`src/verilog/srw_defines.vh`:
```
// constants for the supervisor reset watchdog
// Summary of operation
// - low manual reset input triggers reset
// - undriven manual reset reads as inactive high
// - supply fail output follows sense input
// - idle kick beyond timeout drives timeout low
// - any kick edge clears watchdog counter
// - counter held clear while reset asserted
// - floating kick input disables the watchdog
// - any trigger gives a reset pulse of at least the fixed width
// - reset held low while supply is low
// - full pulse width after trigger releases
// - timeout never asserts reset by itself
// - timeout output stays low until cleared
// - low supply forces timeout output low
// - supply recovery returns timeout output high
// - active-high reset is complement of reset only when built without watchdog, held low otherwise
// - watchdog timing starts after reset releases
`ifndef SRW_DEFINES_VH
`define SRW_DEFINES_VH
`define SRW_CLK_MHZ 250
`define SRW_PULSE_MS 200
`define SRW_TIMEOUT_MS 1600
`define SRW_PULSE_CYC (`SRW_PULSE_MS * 1000 * `SRW_CLK_MHZ)
`define SRW_TIMEOUT_CYC (`SRW_TIMEOUT_MS * 1000 * `SRW_CLK_MHZ)
`define SRW_CNT_W 32
`define SRW_SYNC_W 2
`endif

```
`src/verilog/srw_sync.v`:
```
// two-flop synchroniser for one level input
`timescale 1ns/1ps
module srw_sync #(
	parameter RESET_VAL = 1'b0
) (
	input wire core_clk_i,
	input wire sys_rst_i,
	input wire d_i,
	output reg q_o
);
	reg meta_r;
	always @(posedge core_clk_i or posedge sys_rst_i) begin
		if (sys_rst_i) begin
			meta_r <= RESET_VAL;
			q_o <= RESET_VAL;
		end else begin
			meta_r <= d_i;
			q_o <= meta_r;
		end
	end
endmodule // srw_sync

```
`src/verilog/srw_top.v`:
```
// supervisor: reset pulse stretcher, watchdog and supply-fail flag
`timescale 1ns/1ps
`include "srw_defines.vh"
module srw_top #(
	parameter HAS_WATCHDOG = 1,
	parameter [31:0] PULSE_CYC = `SRW_PULSE_CYC,
	parameter [31:0] TIMEOUT_CYC = `SRW_TIMEOUT_CYC
) (
	input wire core_clk_i,
	input wire sys_rst_i,
	input wire supply_low_i,
	input wire manual_reset_n_i,
	input wire manual_reset_driven_i,
	input wire supply_sense_in_i,
	input wire kick_in_i,
	input wire kick_in_driven_i,
	output reg reset_n_o,
	output reg reset_o,
	output reg supply_fail_n_o,
	output reg kick_timeout_n_o
);
	wire supply_low_s;
	wire mr_n_s;
	wire mr_drv_s;
	wire sense_s;
	wire kick_s;
	wire kick_drv_s;
	reg kick_d_r;
	reg [`SRW_CNT_W-1:0] pulse_cnt_r;
	reg [`SRW_CNT_W-1:0] wd_cnt_r;
	reg wd_expired_r;
	wire mr_low;
	wire trigger;
	wire kick_edge;
	wire wd_enable;

	srw_sync #(.RESET_VAL(1'b1)) u_sync_vlow (.core_clk_i(core_clk_i), .sys_rst_i(sys_rst_i),
		.d_i(supply_low_i), .q_o(supply_low_s));
	srw_sync #(.RESET_VAL(1'b1)) u_sync_mr (.core_clk_i(core_clk_i), .sys_rst_i(sys_rst_i),
		.d_i(manual_reset_n_i), .q_o(mr_n_s));
	srw_sync #(.RESET_VAL(1'b0)) u_sync_mrd (.core_clk_i(core_clk_i), .sys_rst_i(sys_rst_i),
		.d_i(manual_reset_driven_i), .q_o(mr_drv_s));
	srw_sync #(.RESET_VAL(1'b1)) u_sync_pfi (.core_clk_i(core_clk_i), .sys_rst_i(sys_rst_i),
		.d_i(supply_sense_in_i), .q_o(sense_s));
	srw_sync #(.RESET_VAL(1'b0)) u_sync_kick (.core_clk_i(core_clk_i), .sys_rst_i(sys_rst_i),
		.d_i(kick_in_i), .q_o(kick_s));
	srw_sync #(.RESET_VAL(1'b0)) u_sync_kdrv (.core_clk_i(core_clk_i), .sys_rst_i(sys_rst_i),
		.d_i(kick_in_driven_i), .q_o(kick_drv_s));

	// low level triggers, undriven pin is pulled high
	assign mr_low = mr_drv_s & ~mr_n_s;
	// only supply and manual reset trigger
	assign trigger = supply_low_s | mr_low;
	// watchdog only when built in and pin driven
	assign wd_enable = (HAS_WATCHDOG != 0) & kick_drv_s;
	assign kick_edge = kick_s ^ kick_d_r;

	always @(posedge core_clk_i or posedge sys_rst_i) begin
		if (sys_rst_i) begin
			kick_d_r <= 1'b0;
		end else begin
			kick_d_r <= kick_s;
		end
	end

	// pulse timer restarts while triggered, expires after PULSE_CYC
	always @(posedge core_clk_i or posedge sys_rst_i) begin
		if (sys_rst_i) begin
			pulse_cnt_r <= 32'h00000000;
			reset_n_o <= 1'b0;
			// complement holds during core reset only when built without watchdog, held low otherwise
			reset_o <= (HAS_WATCHDOG == 0);
		end else begin
			if (trigger) begin
				pulse_cnt_r <= 32'h00000000;
				reset_n_o <= 1'b0;
			end else if (pulse_cnt_r < PULSE_CYC - 32'h00000001) begin
				pulse_cnt_r <= pulse_cnt_r + 32'h00000001;
				reset_n_o <= 1'b0;
			end else begin
				reset_n_o <= 1'b1;
			end
			// complement, held low when the variant lacks it
			if (HAS_WATCHDOG == 0) begin
				reset_o <= trigger | (pulse_cnt_r < PULSE_CYC - 32'h00000001);
			end else begin
				reset_o <= 1'b0;
			end
		end
	end

	always @(posedge core_clk_i or posedge sys_rst_i) begin
		if (sys_rst_i) begin
			supply_fail_n_o <= 1'b1;
		end else begin
			supply_fail_n_o <= sense_s;
		end
	end

	// watchdog counter and sticky expiry
	always @(posedge core_clk_i or posedge sys_rst_i) begin
		if (sys_rst_i) begin
			wd_cnt_r <= 32'h00000000;
			wd_expired_r <= 1'b0;
		end else if (!reset_n_o || !wd_enable || kick_edge) begin
			// cleared during reset; cleared on kick edge
			wd_cnt_r <= 32'h00000000;
			wd_expired_r <= 1'b0;
		end else if (wd_cnt_r < TIMEOUT_CYC - 32'h00000001) begin
			wd_cnt_r <= wd_cnt_r + 32'h00000001;
		end else begin
			wd_expired_r <= 1'b1;
		end
	end

	always @(posedge core_clk_i or posedge sys_rst_i) begin
		if (sys_rst_i) begin
			kick_timeout_n_o <= 1'b1;
		end else if (HAS_WATCHDOG == 0) begin
			kick_timeout_n_o <= 1'b1;
		end else begin
			// low supply forces low, follows timer otherwise
			kick_timeout_n_o <= ~(supply_low_s | wd_expired_r);
		end
	end
endmodule // srw_top

```
`config.mk`:
```
export PLATFORM = sky130hd
export DESIGN_NAME = srw_top
export DESIGN_NICKNAME = d
export VERILOG_FILES = /design/src/verilog/srw_sync.v /design/src/verilog/srw_top.v
export VERILOG_INCLUDE_DIRS = /design/src /design/src/verilog
export SDC_FILE = /design/constraint.sdc
export NUM_CORES = 1
export LEC_CHECK = 0
export ABC_AREA = 1
export BUFFER_PORTS_ARGS = -buffer_cell sky130_fd_sc_hd__buf_2
export CORE_ASPECT_RATIO = 1.25
export CORE_MARGIN = 2
export CORE_UTILIZATION = 50
export DETAILED_ROUTE_END_ITERATION = 10
export GPL_ROUTABILITY_DRIVEN = 0
export PLACE_DENSITY = 0.69
export SYNTH_ARGS = -nofsm -noshare
export SYNTH_HDL_FRONTEND = slang
export SYNTH_SLANG_ARGS = --single-unit
```
`constraint.sdc`:
```
create_clock -name core_clk_i -period 2.6 [get_ports core_clk_i]
set_input_delay 0.52 -clock core_clk_i [delete_from_list [all_inputs] [get_ports core_clk_i]]
set_output_delay 0.52 -clock core_clk_i [all_outputs]
set_load 0.02 [all_outputs]
```
Word level (Yosys, flattened, before mapping) --
Index checks and enable logic that the tools add are counted.
Word-level totals: bits in registers 81, input bits 8, output and inout port bits 4, word-level logic and storage cells 44
Operators by class: add/sub/neg operators 2, $lt $le $gt $ge 2, equality and inequality tests 1, mux-type cells 8, bitwise logic cells 6, reduce and logical (&&, ||, !) cells 6
Operators with widths (count):
- $mux W32 | 4
- $add A32 B1 Y32 const B | 2
- $lt A32 B26 Y1 const B | 1
- $lt A32 B29 Y1 const B | 1
- $mux W1 | 4
- $reduce_bool A2 Y1 | 2
- $logic_not A1 Y1 | 2
- $logic_or A1 B1 Y1 | 2
- $ne A2 B2 Y1 const B | 1
- $not A1 Y1 | 2
- $or A1 B1 Y1 | 2
- $and A1 B1 Y1 | 1
- $xor A1 B1 Y1 | 1

Logic depth before layout (Yosys ltp) --
Gate-level depths: netlist of the first run.
word-level depth 4, gate-level depth with buffers 13, mapped depth without buffers 12

By module --
Synthesis of the first run repeated with hierarchy kept, for this count alone.
Second synthesis, totals: cells, all modules 755, area total of the unflattened synthesis 5003.5 sq um
By module, submodules not included:
- srw_top | instances 1, cells each 737, area an instance 4673.2 sq um, sequential area each 1729.2 sq um
- srw_sync at u_sync_mr ... | instances 3, cells each 3, area an instance 56.3 sq um, sequential area each 52.6 sq um
- srw_sync at u_sync_kdrv ... | instances 3, cells each 3, area an instance 53.8 sq um, sequential area each 50.0 sq um

Worst setup path before layout of the first run --
Ideal clock, no wire load.
kind flip-flop to flip-flop, start register pulse_cnt_r[0], end register pulse_cnt_r[12], setup time 117 ps, arrival 1591 ps, required time 2483 ps, path slack 892 ps, cell stages (with the launch flop) 12, buffers on the path 1, clock period less this slack 1708 ps, cell sequence dfrtp_1 ha_1 nand3_4 nor2_4 nand2_2 nand2_2 nand3_4 nand2_4 nand2_4 buf_6 nand2_1 nand2_1
Between the ends: longest elaborated chain between the ends 3, elaborated cells between the ends (all ways) 5, those cells by class add/sub: 1; order compare: 1; mux: 2; reduce/logical: 1
Ends and longest elaborated chain:
- start: declaration | RTL line srw_top.v:29 | reg [`SRW_CNT_W-1:0] pulse_cnt_r;
- start signal: assignment | RTL line srw_top.v:78 | pulse_cnt_r <= pulse_cnt_r + 32'h00000001;
- $add A32 B1 Y32 | RTL line srw_top.v:78
- $mux W32 | RTL line srw_top.v:77 | end else if (pulse_cnt_r < PULSE_CYC - 32'h00000001) begin
- $mux W32 | RTL line srw_top.v:74 | if (trigger) begin
Parallel ways exist; a longest one is shown, timed or not. The select of a mux whose other input is x is not followed. A chain may end at the register's enable or synchronous reset.

Final worst setup path of the first run --
start register pulse_cnt_r[0], end register pulse_cnt_r[18]
The elaborated chain is that of the path after synthesis.

==> reports/metrics.yaml, run 1 <==
sta:
  fin_crit_sh: 0.806
  max-slew-margin-rel: 0.404
  worst_pin_slew_ns: 0.893
  hold_viol: 0
  setup_tns_ns: 0
  setup_viol: 0
  fmax_mhz: 477
  finClkSkew_ns: 0.00732
  drv_slew: 0
  rsz0062_at_grt: "no"
  period_needed_ns: 2.10
detailed_routing:
  drt-vias-per-instance: 5.19
  drcViolationCount: 0
  dr.pass1.iters: 5
  drt_iter0_markers: 296
  topRoutingLayerUsed: "met4"
  ant_nets: 0
  wirelength_um: 11900
  wl_met1_um: 4920
  avgRoutedWirePerCell_um: 13.4
  dr_wl_met2_um: 6080
  dr_total_vias: 4601
  wl_met3_um: 441
global_routing:
  grt_max_degree: 50
  grt_pass1_wl_um: 20800
  track_usage: 0.244
  overflow: 0
  first_global_vias: 4562
  antenna_found_initial: 0
synthesis:
  synth_top_area_frac: 0.367
  synthArstFlopShare: 1.00
  netlist_instances: 749
  synthTopCellsByArea: "dfrtp_1 37%, nand2_1 21%, nor2_1 11%, nand3_1 8.7%, inv_1 4.3%"
  ys_seq_area_frac: 0.409
  ys.flop_type: "dfrtp_1"
  avgSynthCellArea_sq_um: 6.65
  synth-seq-cells: 81
  ys_warn_count: 0
  synth_top_cell_by_area: "dfrtp_1"
  synth-edff-count: 0
  netlist_area_sq_um: 4980
  syn-num-nets: 759
  ys_types: 29
worst_setup_path:
  rr_worst_depth: 10
  worstPathCellList: "ha_1 > nand3_4 > nor2_4 > nand2_2 > nand2_2 > nand3_4 > nand2_4 > nand2_4 > nand2_1 > nand2_1"
  path_delay_family: "simple AND/OR/NAND/NOR gates"
  cp_num_buf_inv: 0
  max_stage_delay_ns: 0.45
  cp.required_ns: 2.83
  path_depth: 10
  cp-start-kind: "flip-flop"
  rrSetupSlack_ns: 0.50
  crit_type: "reg -> reg"
  crit_path_end_kind: "flip-flop"
  arrival_ns: 2.32
  slowest_stage: "dfrtp_1"
  critPathMaxFanout: 23
floorplan:
  die_w_um: 93.3
  die-area_sq_um: 10800
  die_h_um: 116
  design.core.area_sq_um: 9660
  initial_utilization: 0.516
  rows: 40
  io-pin-count: 12
cts:
  post_cts_resized: 0
  path_clk_slew_ns: 0.06
  cts_max_level: 3
  worst_skew_pair.late_latency_ns: 0.34
  cts_buffers: 9
  clockBufferDepth: 2
  hold_buffers: 0
  cts.sinks: 81
  cts_tree: "built"
  root_buffer: "clkbuf_16"
  cts_setup_buffers: 0
final_layout:
  diodes: 0
  final_common_cell: "nand2_1"
  post-route-util: 0.561
  drive_gt1_frac: 0.0776
  layout_common_cells: "280 x nand2_1, 151 x nor2_1, 87 x nand3_1, 73 x dfrtp_1, 56 x inv_1"
  nNetsFinal: 765
  area.growth.synth_to_final_pct: 8.79
placed_design:
  port_buffers: 10
  dp_hpwl_um: 8580
status:
  status: "finished, final reports clean"
power:
  p_leak_nw: 2.43
  ir_drop_uv: 373
  pwr_density_cell_nw_per_um2: 490
hold_path:
  hp-class: "in -> async"
job:
  max_cap_viol_count: 0
==> layout make-up <==
| cell class | count | area [sq um] |
|---|---|---|
| clock buffer | 10 | 229 |
| clock inverter | 6 | 75.1 |
| fill | 930 | 4240 |
| inverter | 60 | 226 |
| multi-input combinational | 586 | 2580 |
| sequential | 81 | 2040 |
| tap | 126 | 158 |
| timing repair buffer | 17 | 115 |
==> registers in the layout, indices dropped and copies added, names as in the netlist <==
register,cells
kick_d_r,1
kick_timeout_n_o,1
pulse_cnt_r,32
reset_n_o,1
supply_fail_n_o,1
u_sync_kdrv.meta_r,1
u_sync_kdrv.q_o,1
u_sync_kick.meta_r,1
u_sync_kick.q_o,1
u_sync_mr.meta_r,1
u_sync_mr.q_o,1
u_sync_mrd.meta_r,1
u_sync_mrd.q_o,1
u_sync_pfi.meta_r,1
u_sync_pfi.q_o,1
u_sync_vlow.meta_r,1
u_sync_vlow.q_o,1
wd_cnt_r,32
wd_expired_r,1
==> stage by stage <==
step                      hold WS, ns  area, sq um  worst slack, ns  total power, mW  instances
after global placement          0.333         5110            0.568             1.38        870
after CTS                       0.221         5420            0.493             2.70        886
after floorplan                 0.331         4980           0.0132             1.36        749
final                           0.220         5420            0.505             2.66        886
after detailed placement        0.335         5110            0.499             1.38        870
after global routing            0.254         5420            0.315             2.76        886
==> metal layers <==
layer / track usage / vias up
li1: - / 2329
met1: 0.274 / 2139
met2: 0.438 / 95
met3: 0.0449 / 38
met4: 0.126 / 0
met5: 0 / -
==> Yosys cell counts, types with 3 or more instances <==
cell type and number:
a21oi_1 3, nor3_1 8, buf_4 4, xor2_1 11, buf_6 6, nor3b_1 3, clkbuf_1 10, dfstp_2 8
nand3_1 87, nand2_1 280, xnor2_1 8, inv_1 57, dfrtp_1 73, nand2_2 5, nand4_1 8, nor2_1 151
o21ai_0 6, nand2_4 4
==> kinds of logic after synthesis <==
kind of cell / after synthesis / share of synthesized area
simple gates: 553 / 0.466
buf+inv: 82 / 0.0741
flops: 81 / 0.409
xor+xnor: 19 / 0.0334
compound gates: 11 / 0.0121
fa+ha+maj: 2 / 0.00502
other cells: 1 / 0.000753
==> final timing paths <==
check,from,endpoint
min,sys_rst_i,u_sync_mrd.meta_r
min reg2reg,u_sync_kick.meta_r,u_sync_kick.q_o
max in group asynchronous,sys_rst_i,pulse_cnt_r[25]
min in group core_clk_i,supply_sense_in_i,u_sync_pfi.meta_r
max,pulse_cnt_r[0],pulse_cnt_r[18]
max reg2reg,pulse_cnt_r[0],pulse_cnt_r[18]
==> power by group <==
group          internal (mW)  switching, mW
combinational         0.0155         0.0533
clock                  0.759          0.539
sequential              1.28        0.00855
total                   2.05          0.601
No activity file was read; power rests on OpenSTA's default activity.
==> inputs of run 2 (changes only) <==
Settings changed: ABC_AREA 1 to 0.
Clock period 2.6 ns to 1.9 ns, I/O delays scaled along.
==> reports/metrics.yaml, run 2 <==
status:
  status: "finished, violations left"
  violations: "setup timing"
floorplan:
  die_h_um: 104
  die_w_um: 83.9
  io-pin-count: 12
  die-area_sq_um: 8720
  initial_utilization: 0.512
  rows: 36
  design.core.area_sq_um: 7790
global_routing:
  met2_usage: 0.429
  track_usage: 0.244
  grt_pass1_wl_um: 17500
  overflow: 0
  grt_max_degree: 82
  grt_use_met3: 0.0508
  first_global_vias: 3783
  grtUsageMet1: 0.293
  busiest_layer: "met2"
  antenna_found_initial: 0
worst_setup_path:
  rr_startpoint: "wd_cnt_r[12]"
  max_stage_delay_ns: 0.58
  worstPathCellList: "or4_4 > nor3_4 > o31ai_4 > buf_6 > or4_4 > a21oi_2"
  cp-start-kind: "flip-flop"
  cp.required_ns: 2.17
  rrSetupSlack_ns: -0.23
  crit_type: "reg -> reg"
  rr_worst_depth: 6
  path_delay_family: "simple AND/OR/NAND/NOR gates"
  r2r_end: "wd_cnt_r[16]"
  arrival_ns: 2.40
  critPathMaxFanout: 7
  crit_path_end_kind: "flip-flop"
  slowest_stage: "or4_4"
  cp_num_buf_inv: 1
  path_common_cell: "or4_4"
job:
  max_cap_viol_count: 0
synthesis:
  netlist_instances: 408
  ys_seq_area_frac: 0.510
  netlist_area_sq_um: 3990
  synthArstFlopShare: 1.00
  avgSynthCellArea_sq_um: 9.78
  synth-seq-cells: 81
  ys_types: 53
  synthTopCellsByArea: "dfrtp_1 46%, dfstp_2 5.3%, a21oi_1 5.1%, or4_1 4.7%, o31ai_1 3.9%"
  synth_top_cell_by_area: "dfrtp_1"
  ys_warn_count: 0
  ys.flop_type: "dfrtp_1"
  synth.most_common_cell: "dfrtp_1"
  synth-edff-count: 0
  syn-num-nets: 418
  netlist_top_cells_count: "73 x dfrtp_1, 41 x a21oi_1, 29 x nand2_1, 25 x or4_1, 21 x o31ai_1"
  synth_top_area_frac: 0.458
sta:
  fmax_mhz: 469
  max-slew-margin-rel: 0.501
  worst_pin_slew_ns: 0.747
  fin_hold_ws_ns: 0.109
  period_needed_ns: 2.13
  drv_slew: 0
  setup_viol: 40
  worst_slack_ns: -0.230
  setup_tns_ns: -4.83
  hold_viol: 0
  fin_crit_sh: 1.12
  finClkSkew_ns: 0.0201
  rsz0062_at_grt: "yes"
final_layout:
  stdcell_area_sq_um: 5770
  drive_gt1_frac: 0.471
  final_common_cell: "buf_4"
  multi_input_area_sq_um: 2360
  area.growth.synth_to_final_pct: 44.5
  nNetsFinal: 531
  layout_common_cells: "91 x buf_4, 73 x dfrtp_1, 29 x nand2_1, 26 x a21oi_2"
  fillerInstances: 515
  top_regs: "pulse_cnt_r (32), wd_cnt_r (32)"
  finalNonFillerCells: 621
  diodes: 0
  seq_area_sq_um: 2040
detailed_routing:
  dr.pass1.iters: 5
  wirelength_um: 11000
  drt-vias-per-instance: 6.13
  dr_total_vias: 3808
  drt_iter0_markers: 237
  drcViolationCount: 0
  ant_nets: 0
  avgRoutedWirePerCell_um: 17.8
cts:
  cts_max_level: 3
  hold_buffers: 0
  root_buffer: "clkbuf_8"
  path_clk_slew_ns: 0.09
  cts_tree: "built"
  clockBufferDepth: 2
  worst_skew_pair.late_latency_ns: 0.37
  cts.sinks: 81
  cts_buffers: 9
placed_design:
  port_buffers: 10
  dp_cells: 578
  dp_hpwl_um: 6410
  dpl_worst_slack_ns: -0.227
  post_dp_cell_area_sq_um: 4800
hold_path:
  hp-class: "in -> reg"
  min_from: "manual_reset_n_i"
  min_to: "u_sync_mr.meta_r"
  whs_path_depth: 1
power:
  ir_drop_uv: 467
  p_leak_nw: 2.38
  pwr_density_cell_nw_per_um2: 575
==> run 2: worst max-delay path by stage <==
stage / startpoint / to / depth (start not counted)
2_1_floorplan: pulse_cnt_r[0] / pulse_cnt_r[8] / 7
3_3_place_gp: pulse_cnt_r[28] / pulse_cnt_r[20] / 5
3_5_place_dp: pulse_cnt_r[28] / pulse_cnt_r[20] / 5
4_1_cts: wd_cnt_r[14] / wd_cnt_r[4] / 6
5_1_grt: pulse_cnt_r[11] / pulse_cnt_r[15] / 8
6_report: wd_cnt_r[12] / wd_cnt_r[16] / 6
==> run 2: area by class of cell <==
cell class / instances / area share
Timing Repair Buffer: 123 / 0.173
Inverter: 7 / 0.00520
Tap cell: 95 / 0.0206
Multi-Input combinational cell: 299 / 0.409
Clock inverter: 7 / 0.0178
Clock buffer: 9 / 0.0215
Sequential cell: 81 / 0.353
==> run 2: power by group <==
part | total [mW] | internal [mW] | switching [mW]
registers | 1.76 | 1.75 | 0.00994
clock network | 1.45 | 0.754 | 0.697
logic | 0.110 | 0.0338 | 0.0758
==> run 2: metal layers <==
layer / part of all wire / vias to the layer above
met2: 0.54 / 80
met1: 0.40 / 1915
met3: 0.034 / 24
met5: 0 / -
met4: 0.020 / 0
li1: - / 1789
==> run 2: timing repair <==
| item | in CTS | in global routing |
|---|---|---|
| setup endpoints to repair | 46 | 54 |
| gates cloned | 1 | 1 |
| pin swaps | 33 | 35 |
| resized for setup | 44 | 86 |
| setup buffers | 13 | 13 |
==> run 2: kinds of logic after synthesis <==
logic type | after synthesis | synth area share
adder cells (fa/ha/maj) | 2 | 0.00627
buffers and inverters | 29 | 0.0304
XOR/XNOR | 4 | 0.00878
multiplexers | 8 | 0.0204
AO/OA/AOI/OAI | 103 | 0.162
flip-flops | 81 | 0.510
AND/OR/NAND/NOR | 180 | 0.261
other | 1 | 0.000940
==> run 2: metrics by stage <==
stage / power [mW] / util
6_report: 3.32 / 0.740
5_1_grt: 3.43 / 0.740
4_1_cts: 3.33 / 0.682
3_5_place_dp: 1.90 / 0.615
3_3_place_gp: 1.90 / 0.615
2_1_floorplan: 1.86 / -
==> inputs of run 3 (changes only) <==
Settings changed: CORE_UTILIZATION 50 to 55, PLACE_DENSITY 0.69 to 0.75.
==> reports/metrics.yaml, run 3 (same netlist as run 2, synthesis figures left out) <==
status:
  status: "finished, violations left"
  violations: "setup timing"
worst_setup_path:
  slowest_stage: "or4_4"
  critPathMaxFanout: 3
  arrival_ns: 2.45
  max_stage_delay_ns: 0.64
  crit_path_end_kind: "flip-flop"
  cp.required_ns: 2.15
  worstPathCellList: "nand3b_1 > or4_4 > o211ai_4 > buf_6 > nor3_2 > mux2_2"
  cp_num_buf_inv: 1
  crit_type: "reg -> reg"
  path_delay_family: "simple AND/OR/NAND/NOR gates"
  cp-start-kind: "flip-flop"
placed_design:
  post_dp_cell_area_sq_um: 4850
  port_buffers: 10
  dp_cells: 580
  dp_hpwl_um: 6580
floorplan:
  initial_utilization: 0.572
  die_w_um: 80.2
  die_h_um: 99.2
  rows: 34
  die-area_sq_um: 7960
  io-pin-count: 12
  design.core.area_sq_um: 6980
global_routing:
  first_global_vias: 3999
  overflow: 0
  antenna_found_initial: 0
  grt_max_degree: 47
  grt_pass1_wl_um: 19000
  track_usage: 0.306
cts:
  root_buffer: "clkbuf_8"
  clockBufferDepth: 2
  cts.sinks: 81
  worst_skew_pair.late_latency_ns: 0.37
  path_clk_slew_ns: 0.09
  cts_max_level: 3
  cts_tree: "built"
  cts_buffers: 9
sta:
  fmax_mhz: 455
  finClkSkew_ns: 0.00996
  worst_slack_ns: -0.296
  hold_viol: 0
  setup_tns_ns: -8.95
  fin_crit_sh: 1.16
  period_needed_ns: 2.20
  fin_hold_ws_ns: 0.0734
  drv_slew: 0
  rsz0062_at_grt: "yes"
  setup_viol: 54
detailed_routing:
  wirelength_um: 13500
  drt-vias-per-instance: 6.58
  avgRoutedWirePerCell_um: 21.7
  dr_total_vias: 4093
  drcViolationCount: 0
  ant_nets: 0
  dr.pass1.iters: 5
  drt_iter0_markers: 387
final_layout:
  diodes: 0
  stdcell_area_sq_um: 5830
  area.growth.synth_to_final_pct: 46.1
  top_regs: "pulse_cnt_r (32), wd_cnt_r (32)"
  drive_gt1_frac: 0.479
  layout_common_cells: "97 x buf_4, 73 x dfrtp_1, 28 x nand2_1, 24 x a21oi_2"
  final_common_cell: "buf_4"
  finalNonFillerCells: 622
  nNetsFinal: 537
job:
  max_cap_viol_count: 0
power:
  power.total_mw: 3.44
  pwr_density_cell_nw_per_um2: 591
  ir_drop_uv: 531
  p_leak_nw: 2.42
hold_path:
  hp-class: "in -> async"
[run 3: changes by cell type in the layout (fill, tap and decap cells not counted), moves of 3 or more]
| cell | previous run | this run |
|---|---|---|
| o21ai_1 | 6 | 0 |
| o31ai_4 | 3 | 0 |
| o31ai_1 | 13 | 16 |
| buf_4 | 91 | 97 |
| o21ai_0 | 7 | 11 |
[run 3: power by group]
part	total, mW	internal, mW	leakage, nW	switching (mW)
Sequential	1.76	1.75	1.09	0.0105
Clock	1.56	0.907	0.120	0.650
Combinational	0.128	0.0449	1.22	0.0831
Total	3.44	2.70	2.42	0.744
[run 3: per-layer routing]
layer / share of wire / vias up / global-route usage
met4: 0.065 / 0 / 0.147
met2: 0.51 / 203 / 0.524
met3: 0.055 / 80 / 0.0662
met5: 0 / - / 0
met1: 0.37 / 2023 / 0.362
li1: - / 1787 / -
[run 3: final timing paths]
check / slack (ns) / depth (start not counted) / from / endpoint
max in group asynchronous: 1.51 / 3 / sys_rst_i / u_sync_mr.q_o
min reg2reg: 0.35 / 0 / u_sync_kdrv.meta_r / u_sync_kdrv.q_o
min: 0.07 / 3 / sys_rst_i / wd_cnt_r[25]
min in group core_clk_i: 0.10 / 1 / supply_sense_in_i / u_sync_pfi.meta_r
max reg2reg: -0.30 / 6 / pulse_cnt_r[24] / pulse_cnt_r[21]
max: -0.30 / 6 / pulse_cnt_r[24] / pulse_cnt_r[21]
[run 3: tightest hold or removal path, stage by stage]
cell and delay (ns):
buf_2 0.11, clkinvlp_4 0.10, buf_12 0.22
[run 3: per-stage QoR]
step,setup slack (ns),util
after floorplan,-0.0918,-
after global placement,-0.182,0.696
after detailed placement,-0.273,0.696
after CTS,-0.226,0.776
after global routing,-0.349,0.836
final,-0.296,0.836
[run 3: timing repair]
action,CTS,global route
hold buffers,0,0
setup endpoints to repair,49,56
gates resized for setup,51,72
cloned,1,1
buffers inserted,11,14
pin swaps,32,44
[run 3: cell type report]
class / count / area, sq um
Tap cell: 90 / 113
Timing Repair Buffer: 129 / 1050
Clock buffer: 11 / 141
Inverter: 7 / 30.0
Multi-Input combinational cell: 299 / 2360
Sequential cell: 81 / 2040
Fill cell: 361 / 1140
Clock inverter: 5 / 103
